==> src/inc/sltcu_pkg.sv <==
/*
  Shared constants and types for the scan logic, timer and counter unit.
  Assumes a single 125 MHz clock domain and a program sequencer outside.
*/
package sltcu_pkg;

  // Clock rate and interval base
  localparam int unsigned CLK_HZ         = 125_000_000;
  localparam int unsigned TICK_MS        = 100;
  localparam int unsigned TICK_CYC       = CLK_HZ / 1000 * TICK_MS;

  // Operand limits, byte.bit for bits and word index for words
  localparam logic [2:0] IO_BIT_MAX     = 3'h3;
  localparam logic [2:0] MEM_BYTE_MAX   = 3'h5;
  localparam logic [2:0] FLAG_BYTE_MAX  = 3'h1;
  localparam logic [2:0] TC_NUM_MAX     = 3'h3;
  localparam logic [2:0] WSTORE_MAX     = 3'h4;
  localparam logic [2:0] PWORD_MAX      = 3'h2;
  localparam int unsigned EDGE_SLOTS     = 32;
  localparam int unsigned NUM_TC         = 4;
  localparam int unsigned STACK_DEPTH    = 9;

  // Value limits and reset values
  localparam logic [15:0] TIMER_MAX     = 16'h7FFF;
  localparam logic [15:0] WORD_RST      = 16'h0000;

  // Bit operand areas
  typedef enum logic [1:0] {SLTCU_A_IN, SLTCU_A_OUT, SLTCU_A_MEM, SLTCU_A_FLAG} sltcu_barea_t;

  // Word operand areas
  typedef enum logic [2:0] {SLTCU_W_TIM, SLTCU_W_CNT, SLTCU_W_STORE, SLTCU_W_PARAM,
                            SLTCU_W_CONST} sltcu_warea_t;

  // Operations
  typedef enum logic [4:0] {
    SLTCU_OP_LD, SLTCU_OP_AND, SLTCU_OP_OR, SLTCU_OP_LDN, SLTCU_OP_ANDN, SLTCU_OP_ORN,
    SLTCU_OP_NOT, SLTCU_OP_RISE, SLTCU_OP_FALL,
    SLTCU_OP_LDW_EQ, SLTCU_OP_LDW_GE, SLTCU_OP_LDW_LE,
    SLTCU_OP_AW_EQ, SLTCU_OP_AW_GE, SLTCU_OP_AW_LE,
    SLTCU_OP_OW_EQ, SLTCU_OP_OW_GE, SLTCU_OP_OW_LE,
    SLTCU_OP_OUT, SLTCU_OP_SET, SLTCU_OP_RST, SLTCU_OP_TIMER, SLTCU_OP_COUNT
  } sltcu_op_t;

endpackage

==> src/verilog/sltcu_tick.sv <==
/*
  Free-running interval base: pulses once per interval and counts the
  intervals elapsed since the last scan start.
  Assumes scan_start is a one-cycle pulse from the sequencer.
*/
`timescale 1ns/1ps
`default_nettype none
module sltcu_tick #(
  parameter int unsigned TICK_CYCLES = sltcu_pkg::TICK_CYC
) (
  input  wire logic        mclk,
  input  wire logic        rst_b,
  input  wire logic        ce,
  input  wire logic        scan_start,
  output logic      [15:0] elapsed
);
  import sltcu_pkg::*;

  logic [31:0] div;
  logic [15:0] acc;
  logic        tick;

  assign tick = (div == TICK_CYCLES - 1);

  // Divider runs regardless of any timer enable
  always_ff @(posedge mclk or negedge rst_b) begin
    if (!rst_b) begin
      div <= 32'h0;
    end else if (ce) begin
      div <= tick ? 32'h0 : div + 32'h1;
    end
  end

  // Intervals accumulated during the running scan; latched at scan start
  always_ff @(posedge mclk or negedge rst_b) begin
    if (!rst_b) begin
      acc     <= 16'h0;
      elapsed <= 16'h0;
    end else if (ce) begin
      if (scan_start) begin
        elapsed <= acc + {15'h0, tick};
        acc     <= 16'h0;
      end else if (tick && acc != 16'hFFFF) begin
        acc <= acc + 16'h1;
      end
    end
  end
endmodule // sltcu_tick
`default_nettype wire

==> src/verilog/sltcu_image.sv <==
/*
  Input image: samples the input pins through a three-stage synchroniser
  and refreshes the image only at scan start.
  Assumes in_pins are asynchronous to mclk.
*/
`timescale 1ns/1ps
`default_nettype none
module sltcu_image #(
  parameter int unsigned WIDTH = 4
) (
  input  wire logic             mclk,
  input  wire logic             rst_b,
  input  wire logic             ce,
  input  wire logic             scan_start,
  input  wire logic [WIDTH-1:0] in_pins,
  output logic      [WIDTH-1:0] in_image
);
  logic [WIDTH-1:0] s1;
  logic [WIDTH-1:0] s2;
  logic [WIDTH-1:0] s3;
  logic [WIDTH-1:0] stable;

  // Three-stage synchroniser, first stage feeds only the second
  always_ff @(posedge mclk or negedge rst_b) begin
    if (!rst_b) begin
      s1 <= '0;
      s2 <= '0;
      s3 <= '0;
    end else if (ce) begin
      s1 <= in_pins;
      s2 <= s1;
      s3 <= s2;
    end
  end

  // A bit changes once the second and third stages agree
  always_ff @(posedge mclk or negedge rst_b) begin
    if (!rst_b) begin
      stable <= '0;
    end else if (ce) begin
      for (int i = 0; i < WIDTH; i++) begin
        if (s2[i] == s3[i]) begin
          stable[i] <= s3[i];
        end
      end
    end
  end

  // Image refresh only at scan start
  always_ff @(posedge mclk or negedge rst_b) begin
    if (!rst_b) begin
      in_image <= '0;
    end else if (ce && scan_start) begin
      in_image <= stable;
    end
  end
endmodule // sltcu_image
`default_nettype wire

==> src/verilog/sltcu_core.sv <==
/*
  Scan logic, timer and counter unit: executes one boolean, compare,
  output, timer or counter instruction per exec pulse.
  Assumes a sequencer that pulses scan_start once per scan, then issues
  instructions; each instruction takes one clock.
*/
`timescale 1ns/1ps
`default_nettype none
module sltcu_core #(
  parameter int unsigned TICK_CYCLES = sltcu_pkg::TICK_CYC
) (
  input  wire logic                   mclk,
  input  wire logic                   rst_b,
  input  wire logic                   ce,
  input  wire logic                   scan_start,
  input  wire logic                   exec,
  input  wire sltcu_pkg::sltcu_op_t   op,
  input  wire sltcu_pkg::sltcu_barea_t barea,
  input  wire logic [2:0]             bbyte,
  input  wire logic [2:0]             bbit,
  input  wire sltcu_pkg::sltcu_warea_t warea1,
  input  wire logic [2:0]             windex1,
  input  wire sltcu_pkg::sltcu_warea_t warea2,
  input  wire logic [2:0]             windex2,
  input  wire logic [15:0]            wconst,
  input  wire logic [4:0]             edge_slot,
  input  wire logic [3:0]             in_pins,
  input  wire logic [15:0]            flag_bits,
  input  wire logic [47:0]            parameter_words,
  output logic      [3:0]             out_bits,
  output logic      [47:0]            mem_bits,
  output logic                        stack_top,
  output logic                        operand_err,
  output logic      [63:0]            tc_values
);
  import sltcu_pkg::*;

  logic [3:0]        in_image;
  logic [15:0]       elapsed;
  logic [STACK_DEPTH-1:0] stack;
  logic [EDGE_SLOTS-1:0]  edge_mem;
  logic [15:0]       timer_val [NUM_TC];
  logic [15:0]       count_val [NUM_TC];
  logic [NUM_TC-1:0] up_prev;
  logic [NUM_TC-1:0] dn_prev;
  logic              bit_ok;
  logic              w1_ok;
  logic              w2_ok;
  logic              bit_val;
  logic [15:0]       w1;
  logic [15:0]       w2;
  logic              cmp_res;
  logic              contact;
  logic              next_top;
  logic              is_cmp;
  logic [16:0]       timer_sum;
  logic [1:0]        tc_idx;

  sltcu_image #(.WIDTH(4)) u_image (
    .mclk       (mclk),
    .rst_b      (rst_b),
    .ce         (ce),
    .scan_start (scan_start),
    .in_pins    (in_pins),
    .in_image   (in_image)
  );

  // Interval base runs on its own, timers only read its count
  sltcu_tick #(.TICK_CYCLES(TICK_CYCLES)) u_tick (
    .mclk       (mclk),
    .rst_b      (rst_b),
    .ce         (ce),
    .scan_start (scan_start),
    .elapsed    (elapsed)
  );

  // Range check for a word operand of any area
  function automatic logic word_ok(input sltcu_warea_t a, input logic [2:0] i);
    unique case (a)
      SLTCU_W_TIM, SLTCU_W_CNT: word_ok = (i <= TC_NUM_MAX);
      SLTCU_W_STORE:            word_ok = (i <= WSTORE_MAX);
      SLTCU_W_PARAM:            word_ok = (i <= PWORD_MAX);
      SLTCU_W_CONST:            word_ok = 1'b1;
      default:                  word_ok = 1'b0;
    endcase
  endfunction

  // Word fetch; memory words overlay byte pairs of the memory bits
  function automatic logic [15:0] word_get(input sltcu_warea_t a, input logic [2:0] i,
                                           input logic [15:0] k);
    logic [1:0] n;
    n = i[1:0];
    unique case (a)
      SLTCU_W_TIM:   word_get = timer_val[n];
      SLTCU_W_CNT:   word_get = count_val[n];
      SLTCU_W_STORE: word_get = {mem_bits[{i, 3'h0} +: 8], mem_bits[{i + 3'h1, 3'h0} +: 8]};
      SLTCU_W_PARAM: word_get = parameter_words[{i[1:0], 4'h0} +: 16];
      SLTCU_W_CONST: word_get = k;
      default:       word_get = WORD_RST;
    endcase
  endfunction

  // Bit operand decode and fetch
  always_comb begin
    bit_ok  = 1'b0;
    bit_val = 1'b0;
    unique case (barea)
      SLTCU_A_IN: begin
        bit_ok  = (bbyte == 3'h0) && (bbit <= IO_BIT_MAX);
        bit_val = in_image[bbit[1:0]];
      end
      SLTCU_A_OUT: begin
        bit_ok  = (bbyte == 3'h0) && (bbit <= IO_BIT_MAX);
        bit_val = out_bits[bbit[1:0]];
      end
      SLTCU_A_MEM: begin
        bit_ok  = (bbyte <= MEM_BYTE_MAX);
        bit_val = mem_bits[{bbyte, bbit}];
      end
      SLTCU_A_FLAG: begin
        bit_ok  = (bbyte <= FLAG_BYTE_MAX);
        bit_val = flag_bits[{bbyte[0], bbit}];
      end
    endcase
  end

  assign w1_ok  = word_ok(warea1, windex1) && (warea1 != SLTCU_W_CONST);
  assign w2_ok  = word_ok(warea2, windex2);
  // Procedural fetch, so a stored word that changes behind the call is seen too
  always_comb begin
    w1 = word_get(warea1, windex1, wconst);
    w2 = word_get(warea2, windex2, wconst);
  end
  assign tc_idx = windex1[1:0];
  assign is_cmp = (op >= SLTCU_OP_LDW_EQ) && (op <= SLTCU_OP_OW_LE);

  // Signed compare of two words
  always_comb begin
    unique case (op)
      SLTCU_OP_LDW_EQ, SLTCU_OP_AW_EQ, SLTCU_OP_OW_EQ: cmp_res = (w1 == w2);
      SLTCU_OP_LDW_GE, SLTCU_OP_AW_GE, SLTCU_OP_OW_GE:
        cmp_res = ($signed(w1) >= $signed(w2));
      default: cmp_res = ($signed(w1) <= $signed(w2));
    endcase
  end

  assign contact = is_cmp ? cmp_res
                 : ((op >= SLTCU_OP_LDN) && (op <= SLTCU_OP_ORN)) ? ~bit_val
                 : bit_val;

  // New stack top for boolean ops
  always_comb begin
    next_top = stack[0];
    unique case (op)
      SLTCU_OP_LD, SLTCU_OP_LDN, SLTCU_OP_LDW_EQ, SLTCU_OP_LDW_GE, SLTCU_OP_LDW_LE:
        next_top = contact;
      SLTCU_OP_AND, SLTCU_OP_ANDN, SLTCU_OP_AW_EQ, SLTCU_OP_AW_GE, SLTCU_OP_AW_LE:
        next_top = stack[0] & contact;
      SLTCU_OP_OR, SLTCU_OP_ORN, SLTCU_OP_OW_EQ, SLTCU_OP_OW_GE, SLTCU_OP_OW_LE:
        next_top = stack[0] | contact;
      SLTCU_OP_NOT:  next_top = ~stack[0];
      SLTCU_OP_RISE: next_top = stack[0] & ~edge_mem[edge_slot];
      SLTCU_OP_FALL: next_top = ~stack[0] & edge_mem[edge_slot];
      default:       next_top = stack[0];
    endcase
  end

  // Operand error flag for the instruction just executed
  always_ff @(posedge mclk or negedge rst_b) begin
    if (!rst_b) begin
      operand_err <= 1'b0;
    end else if (ce && exec) begin
      unique case (op)
        SLTCU_OP_NOT, SLTCU_OP_RISE, SLTCU_OP_FALL: operand_err <= 1'b0;
        SLTCU_OP_TIMER, SLTCU_OP_COUNT:
          operand_err <= (windex1 > TC_NUM_MAX);
        SLTCU_OP_OUT, SLTCU_OP_SET, SLTCU_OP_RST:
          operand_err <= !bit_ok || (barea == SLTCU_A_IN) || (barea == SLTCU_A_FLAG);
        default:
          operand_err <= is_cmp ? !(w1_ok && w2_ok) : !bit_ok;
      endcase
    end
  end

  // Logic stack: loads push, combining ops rewrite the top
  always_ff @(posedge mclk or negedge rst_b) begin
    if (!rst_b) begin
      stack <= '0;
    end else if (ce && exec) begin
      unique case (op)
        SLTCU_OP_LD, SLTCU_OP_LDN: begin
          if (bit_ok) begin
            stack <= {stack[STACK_DEPTH-2:0], next_top};
          end
        end
        SLTCU_OP_LDW_EQ, SLTCU_OP_LDW_GE, SLTCU_OP_LDW_LE: begin
          if (w1_ok && w2_ok) begin
            stack <= {stack[STACK_DEPTH-2:0], next_top};
          end
        end
        SLTCU_OP_AND, SLTCU_OP_OR, SLTCU_OP_ANDN, SLTCU_OP_ORN: begin
          if (bit_ok) begin
            stack[0] <= next_top;
          end
        end
        SLTCU_OP_AW_EQ, SLTCU_OP_AW_GE, SLTCU_OP_AW_LE,
        SLTCU_OP_OW_EQ, SLTCU_OP_OW_GE, SLTCU_OP_OW_LE: begin
          if (w1_ok && w2_ok) begin
            stack[0] <= next_top;
          end
        end
        SLTCU_OP_NOT, SLTCU_OP_RISE, SLTCU_OP_FALL: stack[0] <= next_top;
        default: stack <= stack;
      endcase
    end
  end

  // Edge memories hold the stack top seen at last execution
  always_ff @(posedge mclk or negedge rst_b) begin
    if (!rst_b) begin
      edge_mem <= '0;
    end else if (ce && exec && (op == SLTCU_OP_RISE || op == SLTCU_OP_FALL)) begin
      edge_mem[edge_slot] <= stack[0];
    end
  end

  // Output, set and reset on output and memory bits
  always_ff @(posedge mclk or negedge rst_b) begin
    if (!rst_b) begin
      out_bits <= 4'h0;
      mem_bits <= 48'h0;
    end else if (ce && exec && bit_ok &&
                 (op == SLTCU_OP_OUT || op == SLTCU_OP_SET || op == SLTCU_OP_RST)) begin
      if (barea == SLTCU_A_OUT) begin
        out_bits[bbit[1:0]] <= (op == SLTCU_OP_OUT) ? stack[0] : (op == SLTCU_OP_SET);
      end else if (barea == SLTCU_A_MEM) begin
        mem_bits[{bbyte, bbit}] <= (op == SLTCU_OP_OUT) ? stack[0]
                                 : (op == SLTCU_OP_SET);
      end
    end
  end

  assign timer_sum = {1'b0, timer_val[tc_idx]} + {1'b0, elapsed};

  // Timers: add elapsed intervals per execution, saturate, clear when off
  always_ff @(posedge mclk or negedge rst_b) begin
    if (!rst_b) begin
      for (int i = 0; i < NUM_TC; i++) begin
        timer_val[i] <= WORD_RST;
      end
    end else if (ce && exec && op == SLTCU_OP_TIMER && windex1 <= TC_NUM_MAX) begin
      if (!stack[0]) begin
        timer_val[tc_idx] <= WORD_RST;
      end else if (timer_sum > {1'b0, TIMER_MAX}) begin
        timer_val[tc_idx] <= TIMER_MAX;
      end else begin
        timer_val[tc_idx] <= timer_sum[15:0];
      end
    end
  end

  // Counters: reset top, down second, up third; wraps naturally at 16 bits
  always_ff @(posedge mclk or negedge rst_b) begin
    if (!rst_b) begin
      for (int i = 0; i < NUM_TC; i++) begin
        count_val[i] <= WORD_RST;
      end
      up_prev <= '0;
      dn_prev <= '0;
    end else if (ce && exec && op == SLTCU_OP_COUNT && windex1 <= TC_NUM_MAX) begin
      up_prev[tc_idx] <= stack[2];
      dn_prev[tc_idx] <= stack[1];
      if (stack[0]) begin
        count_val[tc_idx] <= WORD_RST;
      end else if (stack[2] && !up_prev[tc_idx] && !(stack[1] && !dn_prev[tc_idx])) begin
        count_val[tc_idx] <= count_val[tc_idx] + 16'h1;
      end else if (stack[1] && !dn_prev[tc_idx] && !(stack[2] && !up_prev[tc_idx])) begin
        count_val[tc_idx] <= count_val[tc_idx] - 16'h1;
      end
    end
  end

  // Current counter values presented as packed 16-bit signed words
  always_comb begin
    for (int i = 0; i < NUM_TC; i++) begin
      tc_values[i*16 +: 16] = count_val[i];
    end
  end

  assign stack_top = stack[0];

  a_timer_clear: assert property (@(posedge mclk) disable iff (!rst_b)
    (ce && exec && op == SLTCU_OP_TIMER && windex1 <= TC_NUM_MAX && !stack[0])
    |=> timer_val[$past(tc_idx)] == 16'h0000)
    else $error("timer not cleared when disabled");

  a_timer_sat: assert property (@(posedge mclk) disable iff (!rst_b)
    timer_val[0] <= 16'h7FFF)
    else $error("timer above maximum");

  a_rise_pulse: assert property (@(posedge mclk) disable iff (!rst_b)
    (ce && exec && op == SLTCU_OP_RISE && stack[0] && !edge_mem[edge_slot]) |=> stack[0])
    else $error("rise pulse missed");

  a_fall_pulse: assert property (@(posedge mclk) disable iff (!rst_b)
    (ce && exec && op == SLTCU_OP_FALL && stack[0]) |=> !stack[0])
    else $error("fall pulse on high value");

  a_not_flip: assert property (@(posedge mclk) disable iff (!rst_b)
    (ce && exec && op == SLTCU_OP_NOT) |=> stack[0] != $past(stack[0]))
    else $error("invert did not flip");

  a_cnt_wrap: assert property (@(posedge mclk) disable iff (!rst_b)
    (ce && exec && op == SLTCU_OP_COUNT && windex1 == 3'h0 && !stack[0] && !stack[1]
     && stack[2] && !up_prev[0] && count_val[0] == 16'h7FFF) |=> count_val[0] == 16'h8000)
    else $error("counter did not wrap");

  a_cnt_reset: assert property (@(posedge mclk) disable iff (!rst_b)
    (ce && exec && op == SLTCU_OP_COUNT && windex1 == 3'h1 && stack[0])
    |=> count_val[1] == 16'h0000)
    else $error("counter not reset");

  a_set_bit: assert property (@(posedge mclk) disable iff (!rst_b)
    (ce && exec && op == SLTCU_OP_SET && barea == SLTCU_A_OUT && bbyte == 3'h0
     && bbit == 3'h2) |=> out_bits[2])
    else $error("set did not force output");

  a_range_io: assert property (@(posedge mclk) disable iff (!rst_b)
    (ce && exec && op == SLTCU_OP_LD && barea == SLTCU_A_IN && bbit > 3'h3)
    |=> operand_err && stack == $past(stack))
    else $error("out of range bit accepted");
endmodule // sltcu_core
`default_nettype wire

==> config.mk <==
export PLATFORM = sky130hd
export DESIGN_NAME = sltcu_core
export DESIGN_NICKNAME = d
export VERILOG_FILES = /design/src/inc/sltcu_pkg.sv /design/src/verilog/sltcu_tick.sv /design/src/verilog/sltcu_image.sv /design/src/verilog/sltcu_core.sv
export SDC_FILE = /design/constraint.sdc
export NUM_CORES = 1
export LEC_CHECK = 0
export ABC_AREA = 0
export BUFFER_PORTS_ARGS = -buffer_cell sky130_fd_sc_hd__buf_2
export CORE_MARGIN = 2
export CORE_UTILIZATION = 35
export CTS_BUF_LIST = sky130_fd_sc_hd__clkbuf_2 sky130_fd_sc_hd__clkbuf_4 sky130_fd_sc_hd__clkbuf_8
export DETAILED_ROUTE_END_ITERATION = 10
export HOLD_SLACK_MARGIN = 0.15
export PLACE_DENSITY = 0.54
export SYNTH_ARGS = -nofsm -noshare
export SYNTH_HDL_FRONTEND = slang
export SYNTH_SLANG_ARGS = --single-unit
==> constraint.sdc <==
create_clock -name mclk -period 4.3 [get_ports mclk]
set_clock_uncertainty 0.15 [all_clocks]
set_input_delay 0.86 -clock mclk [delete_from_list [all_inputs] [get_ports mclk]]
set_output_delay 0.86 -clock mclk [all_outputs]
set_load 0.02 [all_outputs]
==> reports/metrics.cfg <==
[clocking]
cts_setup_buffers=0
cts_buffers=57
cts.clk_slew.worst_paths_ps=60
clock_latency_ps=670
cts_tree=yes
cts.path.max_buffers=3
cts_num_sinks=308
h-tree-depth=2
cts_root_buf=clkbuf_8

[critical_path]
crit_arrival_ps=4640
start_kind=input port
rrSetupSlack_ps=100
r2r_cells=15
worstReg2RegStart=mem_bits[27]
cp_max_fo=8
crit_required_ps=4710
reg2reg_to=stack[0]
startpoint=windex2[1]
crit_type=in -> reg
endpoint_kind=flip-flop

[drt]
via_per_inst=5.722
drc=0
vias=18870
postRouteAntennaNets=0
routed_wl_mm=78.28
first_pass_iters=5
wl_per_cell_um=23.73
drt-initial-drc-count=1714

[grt]
grt_use_total_pct=25.54
grt-ovfl-total=0
grt_max_degree=87
grt_pass1_wl_mm=117.2
antenna_found_initial=1
first_global_vias=18610

[hold_path]
hold_path.class=in -> reg
min_to=u_tick.acc[1]
hold_path_depth=2
hp-start=scan_start

[die]
pin_count=237
core_area_um2=57920
start_util_pct=35.51
die-area_um2=60710
die_h_um=246.4
core.rowCount=88
die_w_um=246.4

[finish]
final_util_pct=44.75
layout.nets=2652
area_growth_syn_to_layout_pct=26.03
drive_gt1_share_pct=35.55

[logic_synthesis]
ys_seq_elements=308
syn-num-nets=2228
synth_area_um2=20560
avgSynthCellArea_um2=9.973
synth_flop_cell=dfrtp_1
netlist_instances=2062
yosysSeqAreaShare_pct=37.48
yosys_warnings=0
synth-edff-count=0
async_flop_share_pct=100.0
synth_cell_type_count=79

[sta]
tightest_slew_ps=1049
rsz0062_at_grt=yes
max_freq_ghz=0.2361
setup_violations=0
timing.slew.headroom_pct=29.88
slew_violations=0
hold_violations=0
min_period_ps=4235
post-route-period-util_pct=98.48

[power]
p_total_uw=7905
cellLeakagePower_uw=0.01206
power.density_nw_per_um2=305.0
vdd_drop_max_uv=249.3

[placed_design]
dp_hpwl_mm=60.39
port_buffers=236
gp_congestion=0.9745

[run_status]
status=finished clean

[job]
maxCapViolations=0

-- cells in the mapped netlist, drive strengths merged (12+ instances only) --
| cell | n | area share, % |
|---|---|---|
| nor2b | 12 | 0.37 |
| a22oi | 12 | 0.44 |
| xnor2 | 47 | 2.0 |
| buf | 27 | 0.77 |
| mux2i | 86 | 4.2 |
| and2 | 16 | 0.49 |
| nor2 | 179 | 3.3 |
| nor3 | 26 | 0.63 |
| clkbuf | 102 | 1.9 |
| mux2 | 135 | 7.4 |
| or3 | 13 | 0.40 |
| xor2 | 34 | 1.5 |
| ha | 46 | 2.8 |
| a31oi | 13 | 0.40 |
| and3 | 18 | 0.55 |
| nand4 | 22 | 0.67 |
| nand2 | 308 | 5.6 |
| a221oi | 19 | 0.81 |
| a22o | 29 | 1.2 |
| mux4 | 118 | 13 |
| nand2b | 25 | 0.76 |
| inv | 20 | 0.37 |
| nand3 | 49 | 1.2 |
| a21oi | 82 | 2.0 |
| o21ai | 168 | 4.1 |
| dfrtp | 308 | 37 |
| o22ai | 14 | 0.46 |
-- cells in the final DEF (no fill, tap or decap), drive strengths merged, types with 49 or more instances in the layout --
cell / n
buf: 493
nand2: 308
dfrtp: 308
nor2: 179
o21ai: 168
mux2: 135
mux4: 118
clkbuf: 90
mux2i: 86
a21oi: 82
nand3: 49
-- worst max-delay path by stage --
stage	end	cells after the start	slack (ps)
after floorplan	stack[0]	21	-260
after CTS	stack[0]	18	1
after global placement	stack[0]	19	-880
after detailed placement	stack[0]	19	-980
final	stack[0]	18	70
after global routing	stack[0]	18	-20
-- kinds of logic after synthesis --
logic type	share of synthesized area, %
AND/OR/NAND/NOR	15.98
buffers and inverters	3.048
adder cells (fa/ha/maj)	2.945
flip-flops	37.48
AO/OA/AOI/OAI	12.44
multiplexers	24.59
XOR/XNOR	3.523
-- power by group --
part | internal (uW) | leakage (uW) | switching, uW
Combinational | 654 | 0.00713 | 923
Clock | 1790 | 0.000683 | 1360
Sequential | 3020 | 0.00424 | 168
Total | 5460 | 0.0121 | 2450
-- sequential cells by signal, summed over array words and instances (netlist names), 16 cells and up --
| register | count |
|---|---|
| tc_values | 64 |
| timer_val | 64 |
| mem_bits | 48 |
| edge_mem | 32 |
| u_tick.div | 32 |
| u_tick.acc | 16 |
| u_tick.elapsed | 16 |
-- worst max-delay path, cell delays in order --
cell and delay (ps):
buf_4 90, inv_1 70, ha_4 280, buf_12 130, mux4_2 510, a22oi_2 230
o22ai_1 120, a311oi_1 300, ha_1 200, nand2_1 60, or4_4 560, a21oi_2 130
or3b_4 150, mux2i_4 270, buf_6 140, mux2i_1 170, a211oi_1 90, o311ai_1 270
-- metal layers --
| metal | vias to the layer above | share of wire, % | track usage, % |
|---|---|---|---|
| met5 | - | 0 | 0 |
| met4 | 0 | 2.1 | 5.723 |
| met3 | 101 | 9.0 | 6.046 |
| met2 | 805 | 46 | 40.23 |
| met1 | 9495 | 43 | 35.59 |
| li1 | 8471 | - | - |
-- area by class of cell --
cell class,count,area [um^2]
well taps,765,957.2
clock inverters,15,126.4
clock buffers,90,1164
flip-flops and latches,308,7709
fillers,5622,32000
inverters,23,93.84
diodes,1,2.502
repair buffers,494,3417
multi-input cells,1602,12450
-- timing repair --
item                                    4_1_cts  5_1_grt
hold endpoints to repair                     82        0
gates resized for setup                       7       26
endpoints found under the setup margin        1        8
pin swaps                                     1       12
cloned                                        0        0
hold buffers                                  1        0
-- per-stage QoR --
stage                     instance area (um^2)  cells  hold WS, ps  setup slack (ps)  TNS (ps)
after floorplan                          20810   2062        288.2            -264.3    -264.3
after global placement                   24460   3191        308.1            -883.1    -22700
after detailed placement                 24460   3191        319.7            -978.5    -26490
after CTS                                25790   3297        226.6             1.051         0
after global routing                     25920   3298        251.2            -20.83    -20.83
final                                    25920   3298        268.5             65.35         0
No activity file was read; power rests on OpenSTA's default activity.
